==> config.mk <==
export PLATFORM = sky130hd
export DESIGN_NAME = dpsc_core
export DESIGN_NICKNAME = d
export VERILOG_FILES = /design/src/hw/dpsc_pkg.sv /design/src/hw/dpsc_core.sv /design/src/hw/dpsc_slot_mem.sv
export SDC_FILE = /design/constraint.sdc
export NUM_CORES = 1
export LEC_CHECK = 0
export CORE_ASPECT_RATIO = 1.75
export CORE_MARGIN = 4
export CORE_UTILIZATION = 55
export CTS_BUF_LIST = sky130_fd_sc_hd__clkbuf_4 sky130_fd_sc_hd__clkbuf_8
export CTS_CLUSTER_DIAMETER = 60
export CTS_CLUSTER_SIZE = 10
export DETAILED_ROUTE_END_ITERATION = 10
export DONT_BUFFER_PORTS = 1
export PLACE_DENSITY = 0.7
export SLEW_MARGIN = 10
export SYNTH_ARGS = -nofsm -noshare
export SYNTH_HDL_FRONTEND = slang
export SYNTH_SLANG_ARGS = --single-unit
==> constraint.sdc <==
create_clock -name clk_sys -period 2 [get_ports clk_sys]
set_input_delay 0.4 -clock clk_sys [delete_from_list [all_inputs] [get_ports clk_sys]]
set_output_delay 0.4 -clock clk_sys [all_outputs]
set_load 0.02 [all_outputs]
==> src/hw/dpsc_pkg.sv <==
package dpsc_pkg;
   localparam int FRAME_BITS = 24;
   localparam int TAP_BITS = 8;
   localparam int SLOT_BITS = 9;
   localparam int SLOT_COUNT = 4;
   // Field positions within the 24-bit frame.
   localparam int OPC_MSB = 23;
   localparam int OPC_LSB = 20;
   localparam int SLOT_MSB = 19;
   localparam int SLOT_LSB = 18;
   localparam int MODE_POS = 8;
   // Reset values, erased slot word and limits.
   localparam logic [7:0] TAP_RST = 8'h00;
   localparam logic [8:0] SLOT_RST = 9'h000;
   localparam logic [8:0] ERASED = 9'h1ff;
   localparam logic [4:0] CNT_RST = 5'h00;
   localparam logic [4:0] CNT_FULL = 5'h18;
   localparam logic [7:0] TAP_MAX = 8'hff;
   localparam logic [7:0] TAP_MIN = 8'h00;
   // Store wait time (host obligation) for reference.
   localparam int STORE_WAIT_MS = 2;
   localparam int CLK_HZ = 20000000;
   localparam int STORE_WAIT_CYC = STORE_WAIT_MS * (CLK_HZ / 1000);
   // Pin synchroniser depth.
   localparam int SYNC_STAGES = 3;
   typedef enum logic [3:0] {
      OP_NOP = 4'h0,
      OP_WAKE = 4'h1,
      OP_PROG = 4'h2,
      OP_STORE = 4'h3,
      OP_WRITE = 4'h4,
      OP_UP = 4'h7,
      OP_SLEEP = 4'h8,
      OP_RESET = 4'h9,
      OP_RDSLOT = 4'ha,
      OP_LOAD = 4'hb,
      OP_RDTAP = 4'hc,
      OP_ERASE = 4'hd,
      OP_DOWN = 4'hf
   } dpsc_op_t;
endpackage : dpsc_pkg

==> src/hw/dpsc_core.sv <==
`timescale 1ns/1ps
`default_nettype none
// Serial command unit: framing, decode, tap register and slot sequencing.
module dpsc_core (
   // Clock and reset
   input wire logic clk_sys,
   input wire logic resetn,
   // Serial pins from the host
   input wire logic csN,
   input wire logic sclk,
   input wire logic sdi,
   // Serial output
   output logic sdo,
   output logic sdoOe,
   // Potentiometer state
   output logic [7:0] tapValue,
   output logic bufferOn,
   output logic asleep
);
   typedef enum logic [1:0] {
      ST_IDLE,
      ST_FETCH,
      ST_APPLY
   } dpsc_seq_t;

   typedef struct packed {
      logic [2:0] csSync;
      logic [2:0] clkSync;
      logic [2:0] sdiSync;
      logic csLvl;
      logic clkLvl;
      logic [23:0] shiftIn;
      logic [23:0] shiftOut;
      logic [23:0] frame;
      logic [4:0] bitCnt;
      logic cntOver;
      logic [7:0] tap;
      logic mode;
      logic sleep;
      logic [8:0] readRes;
      logic readPend;
      dpsc_seq_t seq;
      logic memWe;
      logic [1:0] memAddr;
      logic [8:0] memData;
      logic sdoBit;
      logic oe;
   } dpsc_state_t;

   dpsc_state_t state_ff;
   dpsc_state_t nxt_state;
   logic [8:0] memRd;
   logic csLow;
   logic clkHigh;
   logic csRise;
   logic csFall;
   logic clkRise;
   logic clkFall;
   dpsc_pkg::dpsc_op_t op;

   // Agreement of the second and third sync stages gives the filtered levels.
   function automatic logic filt(input logic [2:0] s, input logic prev);
      filt = (s[1] == s[2]) ? s[1] : prev;
   endfunction

   // Saturating step of the tap value.
   function automatic logic [7:0] stepTap(input logic [7:0] t, input logic up);
      if (up)
      begin
         stepTap = (t == dpsc_pkg::TAP_MAX) ? t : t + 8'h01;
      end
      else
      begin
         stepTap = (t == dpsc_pkg::TAP_MIN) ? t : t - 8'h01;
      end
   endfunction

   dpsc_slot_mem #(
      .WIDTH(dpsc_pkg::SLOT_BITS),
      .DEPTH(dpsc_pkg::SLOT_COUNT)
   ) u_mem (
      .clk_sys(clk_sys),
      .resetn(resetn),
      .wrEn(state_ff.memWe),
      .wrAddr(state_ff.memAddr),
      .wrData(state_ff.memData),
      .rdAddr(state_ff.frame[dpsc_pkg::SLOT_MSB:dpsc_pkg::SLOT_LSB]), // Read ahead of apply.
      .rdData(memRd)
   );

   // Filtered pin levels and their edges.
   always_comb
   begin
      csLow = ~filt(state_ff.csSync, state_ff.csLvl);
      clkHigh = filt(state_ff.clkSync, state_ff.clkLvl);
      csFall = state_ff.csLvl & csLow;
      csRise = ~state_ff.csLvl & ~csLow;
      clkRise = ~state_ff.clkLvl & clkHigh;
      clkFall = state_ff.clkLvl & ~clkHigh;
      op = dpsc_pkg::dpsc_op_t'(state_ff.frame[dpsc_pkg::OPC_MSB:dpsc_pkg::OPC_LSB]);
   end

   // Next-state logic for framing, shifting and command execution.
   always_comb
   begin
      nxt_state = state_ff;
      nxt_state.csSync = {state_ff.csSync[1:0], csN};
      nxt_state.clkSync = {state_ff.clkSync[1:0], sclk};
      nxt_state.sdiSync = {state_ff.sdiSync[1:0], sdi};
      nxt_state.csLvl = ~csLow;
      nxt_state.clkLvl = clkHigh;
      nxt_state.memWe = 1'b0;

      if (csFall)
      begin
         nxt_state.bitCnt = dpsc_pkg::CNT_RST;
         nxt_state.cntOver = 1'b0;
         nxt_state.oe = 1'b1;
         nxt_state.shiftOut = state_ff.shiftIn;
         // result goes into the next frame
         if (state_ff.readPend)
         begin
            // mode then tap in data bits
            nxt_state.shiftOut[dpsc_pkg::MODE_POS:0] = state_ff.readRes;
            nxt_state.readPend = 1'b0;
         end
         nxt_state.sdoBit = nxt_state.shiftOut[dpsc_pkg::FRAME_BITS-1];
      end
      else if (csLow && clkRise)
      begin
         nxt_state.shiftIn = {state_ff.shiftIn[22:0], state_ff.sdiSync[2]};
         if (state_ff.bitCnt == dpsc_pkg::CNT_FULL)
         begin
            nxt_state.cntOver = 1'b1;
         end
         else
         begin
            nxt_state.bitCnt = state_ff.bitCnt + 5'h01;
         end
      end
      else if (csLow && clkFall)
      begin
         nxt_state.shiftOut = {state_ff.shiftOut[22:0], 1'b0};
         nxt_state.sdoBit = state_ff.shiftOut[dpsc_pkg::FRAME_BITS-2];
      end

      if (csRise)
      begin
         nxt_state.oe = 1'b0;
         if (state_ff.bitCnt == dpsc_pkg::CNT_FULL && !state_ff.cntOver &&
            (!state_ff.sleep ||
            state_ff.shiftIn[dpsc_pkg::OPC_MSB:dpsc_pkg::OPC_LSB] == dpsc_pkg::OP_WAKE))
         begin
            nxt_state.frame = state_ff.shiftIn;
            nxt_state.seq = ST_FETCH;
         end
      end

      unique case (state_ff.seq)
         ST_IDLE:
         begin
            nxt_state.seq = nxt_state.seq;
         end
         ST_FETCH:
         begin
            nxt_state.memAddr = state_ff.frame[dpsc_pkg::SLOT_MSB:dpsc_pkg::SLOT_LSB];
            nxt_state.seq = ST_APPLY; // Internal slot-zero reloads run even while asleep.
         end
         ST_APPLY:
         begin
            nxt_state.seq = ST_IDLE;
            unique case (op)
               dpsc_pkg::OP_WAKE: nxt_state.sleep = 1'b0;
               dpsc_pkg::OP_SLEEP: nxt_state.sleep = 1'b1;
               dpsc_pkg::OP_RESET:
               begin
                  // software reset recalls slot zero and sleeps
                  nxt_state.sleep = 1'b1;
                  nxt_state.memAddr = 2'b00;
                  nxt_state.seq = ST_FETCH;
                  nxt_state.frame[dpsc_pkg::OPC_MSB:dpsc_pkg::OPC_LSB] = dpsc_pkg::OP_LOAD;
                  nxt_state.frame[dpsc_pkg::SLOT_MSB:dpsc_pkg::SLOT_LSB] = 2'b00;
               end
               dpsc_pkg::OP_WRITE: nxt_state.tap = state_ff.frame[7:0];
               dpsc_pkg::OP_UP: nxt_state.tap = stepTap(state_ff.tap, 1'b1);
               dpsc_pkg::OP_DOWN: nxt_state.tap = stepTap(state_ff.tap, 1'b0);
               dpsc_pkg::OP_LOAD:
               begin
                  nxt_state.tap = memRd[7:0];
                  nxt_state.mode = memRd[dpsc_pkg::MODE_POS];
               end
               dpsc_pkg::OP_ERASE:
               begin
                  nxt_state.memWe = 1'b1;
                  nxt_state.memData = dpsc_pkg::ERASED;
               end
               dpsc_pkg::OP_PROG:
               begin
                  nxt_state.memWe = 1'b1;
                  nxt_state.memData = state_ff.frame[dpsc_pkg::MODE_POS:0];
               end
               dpsc_pkg::OP_STORE:
               begin
                  nxt_state.memWe = 1'b1;
                  nxt_state.memData = {state_ff.mode, state_ff.tap};
               end
               dpsc_pkg::OP_RDSLOT:
               begin
                  nxt_state.readRes = memRd;
                  nxt_state.readPend = 1'b1;
               end
               dpsc_pkg::OP_RDTAP:
               begin
                  nxt_state.readRes = {state_ff.mode, state_ff.tap};
                  nxt_state.readPend = 1'b1;
               end
               default: nxt_state.seq = ST_IDLE;
            endcase
         end
      endcase
   end

   // power-up starts asleep; slot zero is recalled via reset load.
   always_ff @(posedge clk_sys)
   begin
      if (!resetn)
      begin
         state_ff <= '0;
         state_ff.csSync <= 3'h7;
         state_ff.csLvl <= 1'b1;
         state_ff.tap <= dpsc_pkg::TAP_RST;
         state_ff.sleep <= 1'b1;
         state_ff.seq <= ST_FETCH;
         state_ff.frame <= {dpsc_pkg::OP_LOAD, 20'h00000};
      end
      else
      begin
         state_ff <= nxt_state;
      end
   end

   // mode bit one means buffer on.
   always_comb
   begin
      sdo = state_ff.sdoBit;
      sdoOe = state_ff.oe;
      tapValue = state_ff.tap;
      bufferOn = state_ff.mode;
      asleep = state_ff.sleep;
   end
endmodule // dpsc_core
`default_nettype wire

==> src/hw/dpsc_slot_mem.sv <==
`timescale 1ns/1ps
`default_nettype none
// Four nine-bit slots; read data leaves through a register.
module dpsc_slot_mem #(
   parameter int WIDTH = 9,
   parameter int DEPTH = 4
) (
   // Clock and reset
   input wire logic clk_sys,
   input wire logic resetn,
   // Write port
   input wire logic wrEn,
   input wire logic [$clog2(DEPTH)-1:0] wrAddr,
   input wire logic [WIDTH-1:0] wrData,
   // Read port
   input wire logic [$clog2(DEPTH)-1:0] rdAddr,
   output logic [WIDTH-1:0] rdData
);
   typedef struct packed {
      logic [DEPTH-1:0][WIDTH-1:0] mem;
      logic [WIDTH-1:0] rd;
   } dpsc_mem_t;
   dpsc_mem_t state_ff;
   dpsc_mem_t nxt_state;

   // Write selected word and register the read word.
   always_comb
   begin
      nxt_state = state_ff;
      if (wrEn)
      begin
         nxt_state.mem[wrAddr] = wrData;
      end
      nxt_state.rd = state_ff.mem[rdAddr];
   end

   // Slots come up cleared.
   always_ff @(posedge clk_sys)
   begin
      if (!resetn)
      begin
         state_ff <= '0;
      end
      else
      begin
         state_ff <= nxt_state;
      end
   end

   assign rdData = state_ff.rd;
endmodule // dpsc_slot_mem
`default_nettype wire

; Word-level counts from Yosys, hierarchy flattened
; Index checks and enable logic that the tools add are counted.
[op_classes]
n_addsub = 3
n_lt_le_gt_ge = 3
eq_ne = 25
muxes = 33
bitwise = 11
reduce_logical = 33
[op_table]
columns = cell, n
row1 = $mux W23, 3
row2 = $mux W24, 2
row3 = $bwmux W36, 1
row4 = $pmux W8 S4, 1
row5 = $eq A4 B4 Y1 const B, 7
row6 = $mux W9, 3
row7 = $pmux W9 S3, 1
row8 = $reduce_and A2 Y1, 12
row9 = $pmux W10 S2, 1
row10 = $bmux W9 S2, 1
row11 = $demux W9 S2, 1
row12 = $mux W8, 2
row13 = $mux W6, 2
row14 = $ne A2 B2 Y1 const B, 5
row15 = $mux W1, 9
row16 = $add A8 B1 Y8 const B, 1
row17 = $eq A4 B1 Y1 const B, 2
row18 = $eq A4 B2 Y1 const B, 2
row19 = $eq A4 B3 Y1 const B, 2
row20 = $eq A8 B8 Y1 const B, 1
row21 = $logic_not A8 Y1, 1
row22 = $reduce_bool A2 Y1, 4
row23 = $sub A8 B1 Y8 const B, 1
row24 = $not A1 Y1, 7
row25 = other kinds (22), 36
[word_totals]
reg_bits = 169
in_bits = 5
output_inout_bits = 12

; Longest topological paths before layout
; Gate-level depths: netlist of run 1.
[logic_depth]
depth_word = 8
depth_mapped = 9
ltp_nobuf = 8

; Cells and area by module
; A second synthesis of run 1 with hierarchy kept.
[hier_totals]
cells_unflattened = 760
area_unflattened_um2 = 7063.0
[modules_own_cells]
columns = module, n_inst, cells_per_inst, area_per_inst_um2, seq_area_each_um2
row1 = dpsc_core, 1, 580, 5220.0, 2302.2
row2 = dpsc_slot_mem, 1, 180, 1843.0, 900.9

; Worst setup path after synthesis of run 1
; Ideal clock, no wire load.
[synth_timing]
path_kind = reg-to-reg
startpoint = register state_ff (netlist bit op[1])
endpoint = register state_ff (netlist bit tapValue[7])
arrival_ns = 1.878
t_required_ns = 1.872
setup_slack_ns = -0.006
stages_incl_launch_ff = 10
n_path_buf = 1
synth_period_minus_slack_ns = 2.006
path_cell_list = dfxtp_1 buf_2 nand4_1 inv_1 ha_1 nand3_1 nor2_1 o31a_1 a222oi_1 o22ai_1
[synth_between]
elab_chain_len = 3
word_cells_on_any_way = 9
[synth_lines]
columns = element, line
row1 = "start, declared", dpsc_core.sv:50  ; dpsc_state_t state_ff;
row2 = "start signal, assigned", dpsc_core.sv:238  ; state_ff <= nxt_state;
row3 = $eq A4 B3 Y1 / $eq A4 B4 Y1 (equally long branches), dpsc_core.sv:172  ; unique case (op)
row4 = $reduce_bool A4 Y1 (no source line) / $ne A2 B2 Y1 (equally long branches), -
row5 = $reduce_and A4 Y1 (no source line), -
; Several ways; a longest one is shown, not always the timed one.
; A chain may end at the register's enable or synchronous reset.

; Worst setup path after layout of run 1
[layout_timing]
startpoint = register state_ff (netlist bit tapValue[6])
endpoint = register state_ff (netlist bit tapValue[2])
[layout_between]
elab_chain_len = 3
word_cells_on_any_way = 5
[layout_lines]
columns = element, line
row1 = $eq A8 B8 Y1 / $logic_not A8 Y1 (equally long branches), "dpsc_core.sv:70, dpsc_core.sv:74"
row2 = $ne A2 B2 Y1 (no source line), -
row3 = $reduce_and A4 Y1 (no source line) *, -
; Every way passes the cells marked *; elsewhere a longest branch is shown, timed or not.

==> impl_summary.md, run 1 <==
Logic synthesis
The number of nets handed over by synthesis was around 740. The combined area of all synthesized cells is just over 7000 sq um. The post-synthesis instance total is between 700 and 800. The synthesized netlist contains 60 unique library cells. The count of synthesis-stage warnings from yosys is 0.

The number of storage elements in the synthesis netlist is between 150 and 200. The async set-reset flop share out of synthesis is 0%. By area the synthesized netlist is led by dfxtp_1 (45%), mux2i_1 (13%), nand2_1 (5.4%). The synthesized area divided by synthesized cell count is 9.78 sq um. In this run the biggest area consumer among cell types represents around 45% of the synthesized area. The commonest register cell after synthesis is dfxtp_1. The sequential share of the synthesized area is ~45%. The number of enable flip-flop cells after synthesis is 0. The synthesized design spends more area on one cell type than any other, namely dfxtp_1.

Critical path
The worst register-to-register path has a setup slack of between 0.1 and 0.15 ns. The endpoint type of the worst setup path is a register. The number of cells on the worst reg-to-reg path is 5.

The highest-delay cell along the critical path is dfxtp_1. In this run the critical register-to-register path is launched from tapValue[6]. The critical path goes through nand3b_1, or4_1, and3_1, and2_4, a32o_1. The largest single stage delay on the critical path is roughly 0.55 ns. The largest delay contributor family on the critical path is simple AND/OR/NAND/NOR gates.

The worst register-to-register path ends at tapValue[2]. At the worst endpoint, the arrival time is around 2.2 ns. Together, buffers and inverters on the worst path number 0. The critical path is of the register to register type. Of all nets on the critical path, the largest fanout is 7. Data on the critical path is required at its endpoint by 2.33 ns. In this run the worst setup path begins at tapValue[6]. STA classifies the critical path startpoint as a register.

Global route
For this run the aggregate overflow at the end of global routing stands at 0. The via count of the first global-routing pass is 5391. The initial antenna violation count was 0. The maximum number of pins on one net before global-route repair is ~150.

The global-route wire length before repair is approximately 26000 microns. The total routing usage reported by global routing is between 20% and 30%.

Floorplan
The initial core utilization is a little under three fifths. The chip height is 159 microns. The core footprint is roughly 13000 sq um.

The area of the die is between 15000 and 20000 sq um. The initialized floorplan defines 55 standard-cell rows. The I/O pin count is 17. From left edge to right edge, the die measures approximately 94 microns.

Hold path
The worst hold path endpoint is nxt_state[123]. The number of cells on the worst hold path is 1. The class of the most critical hold timing path is input pin to register. In this run the most critical hold path is launched from csN.

Outcome
The flow ran to the end, and the final reports show no timing, DRC or antenna violations.

Power
Dividing total power by cell area gives a power density of slightly above 700 nW/um^2. Cell internal power was estimated by the tool at 0.00446 W. The fraction of power spent switching nets is 21.6%. The largest vdd supply drop is 0.000505 V. Per report_power, the combinational group accounts for 1.5% of the total. The share of power burned in the clock network is between 40% and 50%.

In this run the power spent charging and discharging nets is ~0.0012 W. The part of the power in registers is around 56%. The analysis attributes to cell leakage a power of about 3 nW.

Clock network
The clock edge transition at the registers on the reported setup and hold paths is around 0.090 ns. Buffers inserted during clock tree synthesis total 17. In this run the clock root is driven by a clkbuf_8. For this design, the CTS-stage hold fixing added 0 buffers. The CTS tree is done. The clock sink total is between 150 and 200.

The number of levels in the clock H-tree is 4. At the later pin of the worst-skew pair, clock insertion delay measures between 0.4 and 0.5 ns. The buffer depth of the longest clock path is 2.

Drt
The remaining routing DRC violations is 0. The number of nets with antenna violations after routing is 0. The routed length per placed instance is about 17 microns. The total iterations of the first detailed-routing run is 5. Detailed routing inserted a total of roughly 5200 vias. The DRC marker count from the first detailed-route iteration is 296.

The final layout contains routed wiring with a total length of ~16000 microns. After detailed routing, the number of vias per cell comes to 5.67.

Timing
In this run the tightest slew margin relative to its limit is roughly 50%. Setup violations remaining at the end of the flow were counted as 0. The final-report max-slew violation count is 0. Setup repair after global routing could not meet its margin everywhere. The number of endpoints with negative hold slack in the final report is 0.

The maximum frequency from static timing analysis is 527 MHz. The time the final worst path needs with I/O delays and setup is around 1.9 ns. After layout, the worst setup slack is 0.102 ns. After layout, the worst path uses 94.9% of the clock period. On the final layout, the worst clock skew is between 0.01 and 0.015 ns. The aggregate negative setup slack is 0 ns. For the pin with the worst max-slew slack, the measured transition is ~0.75 ns.

Placement
The count of buffers added on input and output ports is 0. The final estimated routing congestion in global placement is around 0.95. The HPWL after detailed placement is about 11000 microns.

The post-placement setup slack is -0.00333 ns.

Layout
The final layout contains between 700 and 800 nets. 0 antenna diodes ended up in the layout. The ratio of cells with drive above 1 in the final layout is about 16%.

The area growth from synthesis to layout is 9.82%.

Run
The max capacitance violation total is 0.
power by group through the flow:
stage	Sequential [W]	Clock, W	Combinational, W
2_1_floorplan	0.00329	0	0.000103
3_3_place_gp	0.00329	0	0.0000841
3_5_place_dp	0.00329	0	0.0000850
4_1_cts	0.00322	0.00246	0.0000854
5_1_grt	0.00322	0.00259	0.0000932
6_report	0.00322	0.00239	0.0000857
area by class of cell:
type                       instances  area (sq um)
clock inverter                    12           130
inverter                           9          33.8
tap                              171           214
timing repair buffer              40           349
multi-input combinational        505          3680
sequential                       160          3210
clock buffer                      20           275
fill                            1119          4980
cells in the mapped netlist, types with 11 or more instances:
library cell and instances:
nor2b_1 55, o211a_1 16, o21ai_0 20, dfxtp_1 160, buf_4 11, nor2_1 23
a22oi_1 14, nand2_1 104, clkbuf_1 33, a21boi_0 23, and2_1 29, mux2i_1 91
kinds of logic after synthesis:
| logic type | Yosys count | synth area share [%] |
|---|---|---|
| DFF | 160 | 44.6 |
| muxes | 108 | 16.8 |
| adders and majority gates | 5 | 0.853 |
| buffers and inverters | 70 | 4.89 |
| AOI/OAI and AO/OA | 118 | 12.5 |
| xor gates and xnor gates | 5 | 0.610 |
| and+or+nand+nor | 269 | 19.8 |
flip-flops by register name, summed over array words and instances, names as in the netlist:
name,count
state_ff,93
u_mem.state_ff,36
u_mem.rdData,9
tapValue,8
nxt_state,6
op,4
asleep,1
bufferOn,1
sdo,1
sdoOe,1
what timing repair did:
action                     CTS  global route
pin swaps                    1             4
setup endpoints to repair    4             7
buffers inserted             1             1
resized for setup            0            18
layout by cell type, fill, tap and decap left out, types with 4 or more instances in the layout:
cell type,count
a21oi_1,7
nor4_1,4
or3_1,4
a22oi_1,14
o211a_1,16
o221a_2,9
nor2_1,23
inv_1,9
buf_4,34
clkbuf_8,20
and3_1,10
o21ai_0,18
nand2b_1,6
a21boi_0,23
dfxtp_1,154
mux2i_1,91
mux4_2,9
nand3_1,5
nand2_1,104
nor2b_1,55
dfxtp_2,6
o31ai_1,4
clkinv_2,4
mux2_2,8
nand4_1,5
and2_1,29
metal layers:
layer  vias up  wire [microns]  share of wire, %  global-route usage (%)
met4         0             461               2.9                    9.66
met1      2521            6060                38                    23.6
met3        31             494               3.1                    4.82
li1       2561               -                 -                       -
met2        86            8870                56                    40.4
met5         -               0                 0                       0
through the flow:
step	instance area, sq um	power [W]	instances	util [%]	hold slack, ns
finish	7890	0.00569	917	61.3	0.0518
global placement	7410	0.00337	883	57.6	0.396
detailed placement	7410	0.00338	883	57.6	0.395
CTS	7830	0.00576	916	60.8	0.0304
floorplan	7190	0.00339	735	-	0.386
global route	7890	0.00590	917	61.3	0.0296
worst register-to-register path: stages, from the launching register on:
cell and delay (ns):
dfxtp_1 0.55, nand3b_1 0.15, or4_1 0.44, and3_1 0.25, and2_4 0.19, a32o_1 0.21
worst max-delay path by stage:
stage	end	slack (ns)	depth (start not counted)
after global routing	tapValue[4]	-0.009	9
after detailed placement	tapValue[6]	-0.003	8
after global placement	tapValue[5]	0.008	6
after CTS	tapValue[5]	-0.003	6
after floorplan	tapValue[7]	-0.006	9
final	tapValue[2]	0.10	5
Power figures use the tool's default switching activity.
==> run 2: changes to the inputs <==
- CTS_CLUSTER_DIAMETER: 60 -> 80
- GPL_TIMING_DRIVEN: unset -> 0
- PLACE_DENSITY: 0.7 -> 0.67
- clock period: 2 -> 2.45 ns (I/O delays scaled with it)
==> impl_summary.md, run 2 (synthesis results as in run 1) <==
Hold path
The hold path startpoint is csN (unchanged). The number of cells on the worst hold path is 1 (unchanged). The worst hold path endpoint is nxt_state[123] (unchanged). The class of the most critical hold timing path is input pin to register (unchanged).

Clock network
The clock insertion delay at the later pin of the skew report is 0.45 ns (was 0.44 ns). The cts-stage hold buffer count came to 0 (unchanged). The clock edge transition at the registers on the reported setup and hold paths came to 0.08 ns (was 0.09 ns). The CTS tree is done (unchanged). The number of levels in the clock H-tree is 4 (unchanged).

The TritonCTS buffer count is 17 (unchanged). The buffer depth of the longest clock path is 2 (unchanged). The clock sink total is 160 (unchanged). The cell at the root of the clock tree is clkbuf_8 (unchanged).

Drt
The total iterations of the first detailed-routing run is 5 (unchanged). The number of vias in the routed layout came to 5332 (was 5199). The routed wire length is 17600 microns (was 15900 microns).

The DRC marker count from the first detailed-route iteration came to 287 (was 296). The routed length per placed instance is 18.7 microns (was 17.3 microns). The via density per instance is 5.68 (was 5.67). The number of nets with antenna violations after routing was 0 (unchanged). The remaining routing DRC violations is 0 (unchanged).

Floorplan
The area of the die was 15000 sq um (unchanged). The initial core utilization is 55.8% (unchanged). The I/O pin count came to 17 (unchanged). The width of the die was 94.4 microns (unchanged). The core footprint is 12900 sq um (unchanged).

The chip height is 159 microns (unchanged). The row count was 55 (unchanged).

Placement
The final estimated routing congestion in global placement came to 0.977 (was 0.948). The HPWL after detailed placement is 13600 microns (was 11400 microns). The count of input and output buffers was 0 (unchanged).

Critical path
Crit-path cells: buf_2, nand4_1, xnor2_1, ha_2, inv_1, nor2_1, a31oi_1, a41o_1, a32o_1 (was nand3b_1, or4_1, and3_1, and2_4, a32o_1). The arrival time reported for the critical path endpoint is 2.74 ns (was 2.23 ns). The launching instance or port of the critical path is op[1] (was tapValue[6]). The combined buffer and inverter count along the critical path is 2 (was 0). The largest delay contributor family on the critical path was compound AO/OA/AOI/OAI gates (was simple AND/OR/NAND/NOR gates).

The maximum net fanout on the critical path is 8 (was 7). The register-to-register path setup slack is 0.06 ns (was 0.10 ns). The highest cell delay on the worst timing path is 0.31 ns (was 0.55 ns). The number of cells on the worst reg-to-reg path is 9 (was 5). The launching element type of the critical path is a register (unchanged). The highest-delay cell along the critical path is dfxtp_1 (unchanged). The endpoint required time on the critical path was 2.79 ns (was 2.33 ns).

The endpoint type of the worst setup path is a register (unchanged). The origin of the critical flop-to-flop path is op[1] (was tapValue[6]). The reg-to-reg endpoint is tapValue[4] (was tapValue[2]). The start-to-end type of the worst setup path is register to register (unchanged).

Timing
The slew at the pin closest to its max-slew limit was 1.21 ns (was 0.752 ns). The number of endpoints with negative hold slack in the final report is 0 (unchanged). The relative slew slack is 19.0% (was 49.7%). The final-report max-slew violation count is 0 (unchanged). The maximum frequency from static timing analysis is 418 MHz (was 527 MHz). The number of endpoints failing setup at the final stage came to 0 (unchanged). The final setup skew is 0.0119 ns (was 0.0118 ns).

The post-route worst hold slack is 0.148 ns (was 0.0518 ns). The ratio of final minimum period to clock period is 97.7% (was 94.9%). Setup repair after global routing missed its margin: true (unchanged). The time the final worst path needs with I/O delays and setup is 2.39 ns (was 1.90 ns).

Global route
The global routing met3 resource utilization came to 3.74% (was 4.82%). The via count of the first global-routing pass is 5582 (was 5391). The met2 routing resource usage after global routing is 47.5% (was 40.4%). The maximum number of pins on one net before global-route repair is 17 (was 153). The global-route wire length before repair is 28700 microns (was 26400 microns). The total congestion overflow after global routing is 0 (unchanged). The layer with the highest usage after global routing is met2 (unchanged).

The initial antenna violation count is 0 (unchanged). The total routing usage reported by global routing was 24.7% (was 22.1%). The met1 layer usage reported by global route is 24.4% (was 23.6%).

Layout
The net total in the final layout came to 764 (was 742). The ratio of cells with drive above 1 in the final layout came to 12.0% (was 15.7%). The final antenna diode count is 0 (unchanged). The flip-flop count of the largest register after layout is 93 (unchanged). The register with the most flip-flops is state_ff (unchanged).

The most frequent standard cell in the layout excluding fill and tap cells is dfxtp_1 (unchanged). Most frequent cells in the layout: dfxtp_1 (160), nand2_1 (104), mux2i_1 (91) (was dfxtp_1 (154), nand2_1 (104), mux2i_1 (91)). The area growth from synthesis to layout is 8.71% (was 9.82%).

Power
The post-layout total power is 0.00470 W (was 0.00569 W). The leakage power summed over all cells is 2.93 nW (was 2.97 nW). The largest vdd supply drop was 0.000376 V (was 0.000505 V). The power per cell area is 602 nW/um^2 (was 721 nW/um^2).

Outcome
Run status: completed (unchanged).

Run
The max capacitance violation total is 0 (unchanged).
[run 2: cell count changes in the layout (fill, tap and decap cells not counted), sizes merged]
cell | before | now
buf | 40 | 28
clkbuf | 20 | 55
clkinvlp | 2 | 1
[run 2: through the flow]
step                      setup slack [ns]  utilization (%)  std cells  setup TNS (ns)  cell area (sq um)
after floorplan                      0.444                -        735               0               7190
after global placement             -0.0732             57.5        906          -0.109               7400
after detailed placement           -0.0753             57.5        906          -0.116               7400
after CTS                           0.0864             60.7        939               0               7810
after global routing               -0.0372             60.7        939         -0.0372               7810
final                               0.0553             60.7        939               0               7810
[run 2: worst max-delay path by stage]
stage / cells past startpoint / to
after floorplan: 9 / tapValue[7]
after global placement: 9 / tapValue[4]
after global routing: 9 / tapValue[4]
after detailed placement: 9 / tapValue[7]
final: 9 / tapValue[4]
after CTS: 8 / tapValue[4]
[run 2: layout make-up]
| type | count | area, sq um |
|---|---|---|
| fillers | 1181 | 5060 |
| multi-input cells | 505 | 3630 |
| flip-flops and latches | 160 | 3200 |
| plain buffers | 61 | 319 |
| clock buffers | 21 | 270 |
| well taps | 171 | 214 |
| clock inverters | 11 | 130 |
| inverters | 9 | 33.8 |
| repair buffers | 1 | 7.51 |
[run 2: power by group]
part           switching [W]  internal [W]
sequential         0.0000129       0.00261
combinational      0.0000765     0.0000454
clock               0.000976      0.000977
[run 2: layer usage]
layer  routed length (microns)  up-vias  part of all wire, %
met1                      6180     2510                   35
met2                      9990      142                   57
li1                          -     2618                    -
met3                       573       62                  3.3
met4                       829        0                  4.7
met5                         0        -                    0
[run 2: repair_timing]
item,in CTS,in global routing
buffers inserted,1,0
endpoints found under the setup margin,2,2
resized for setup,0,4
pin swaps,1,0
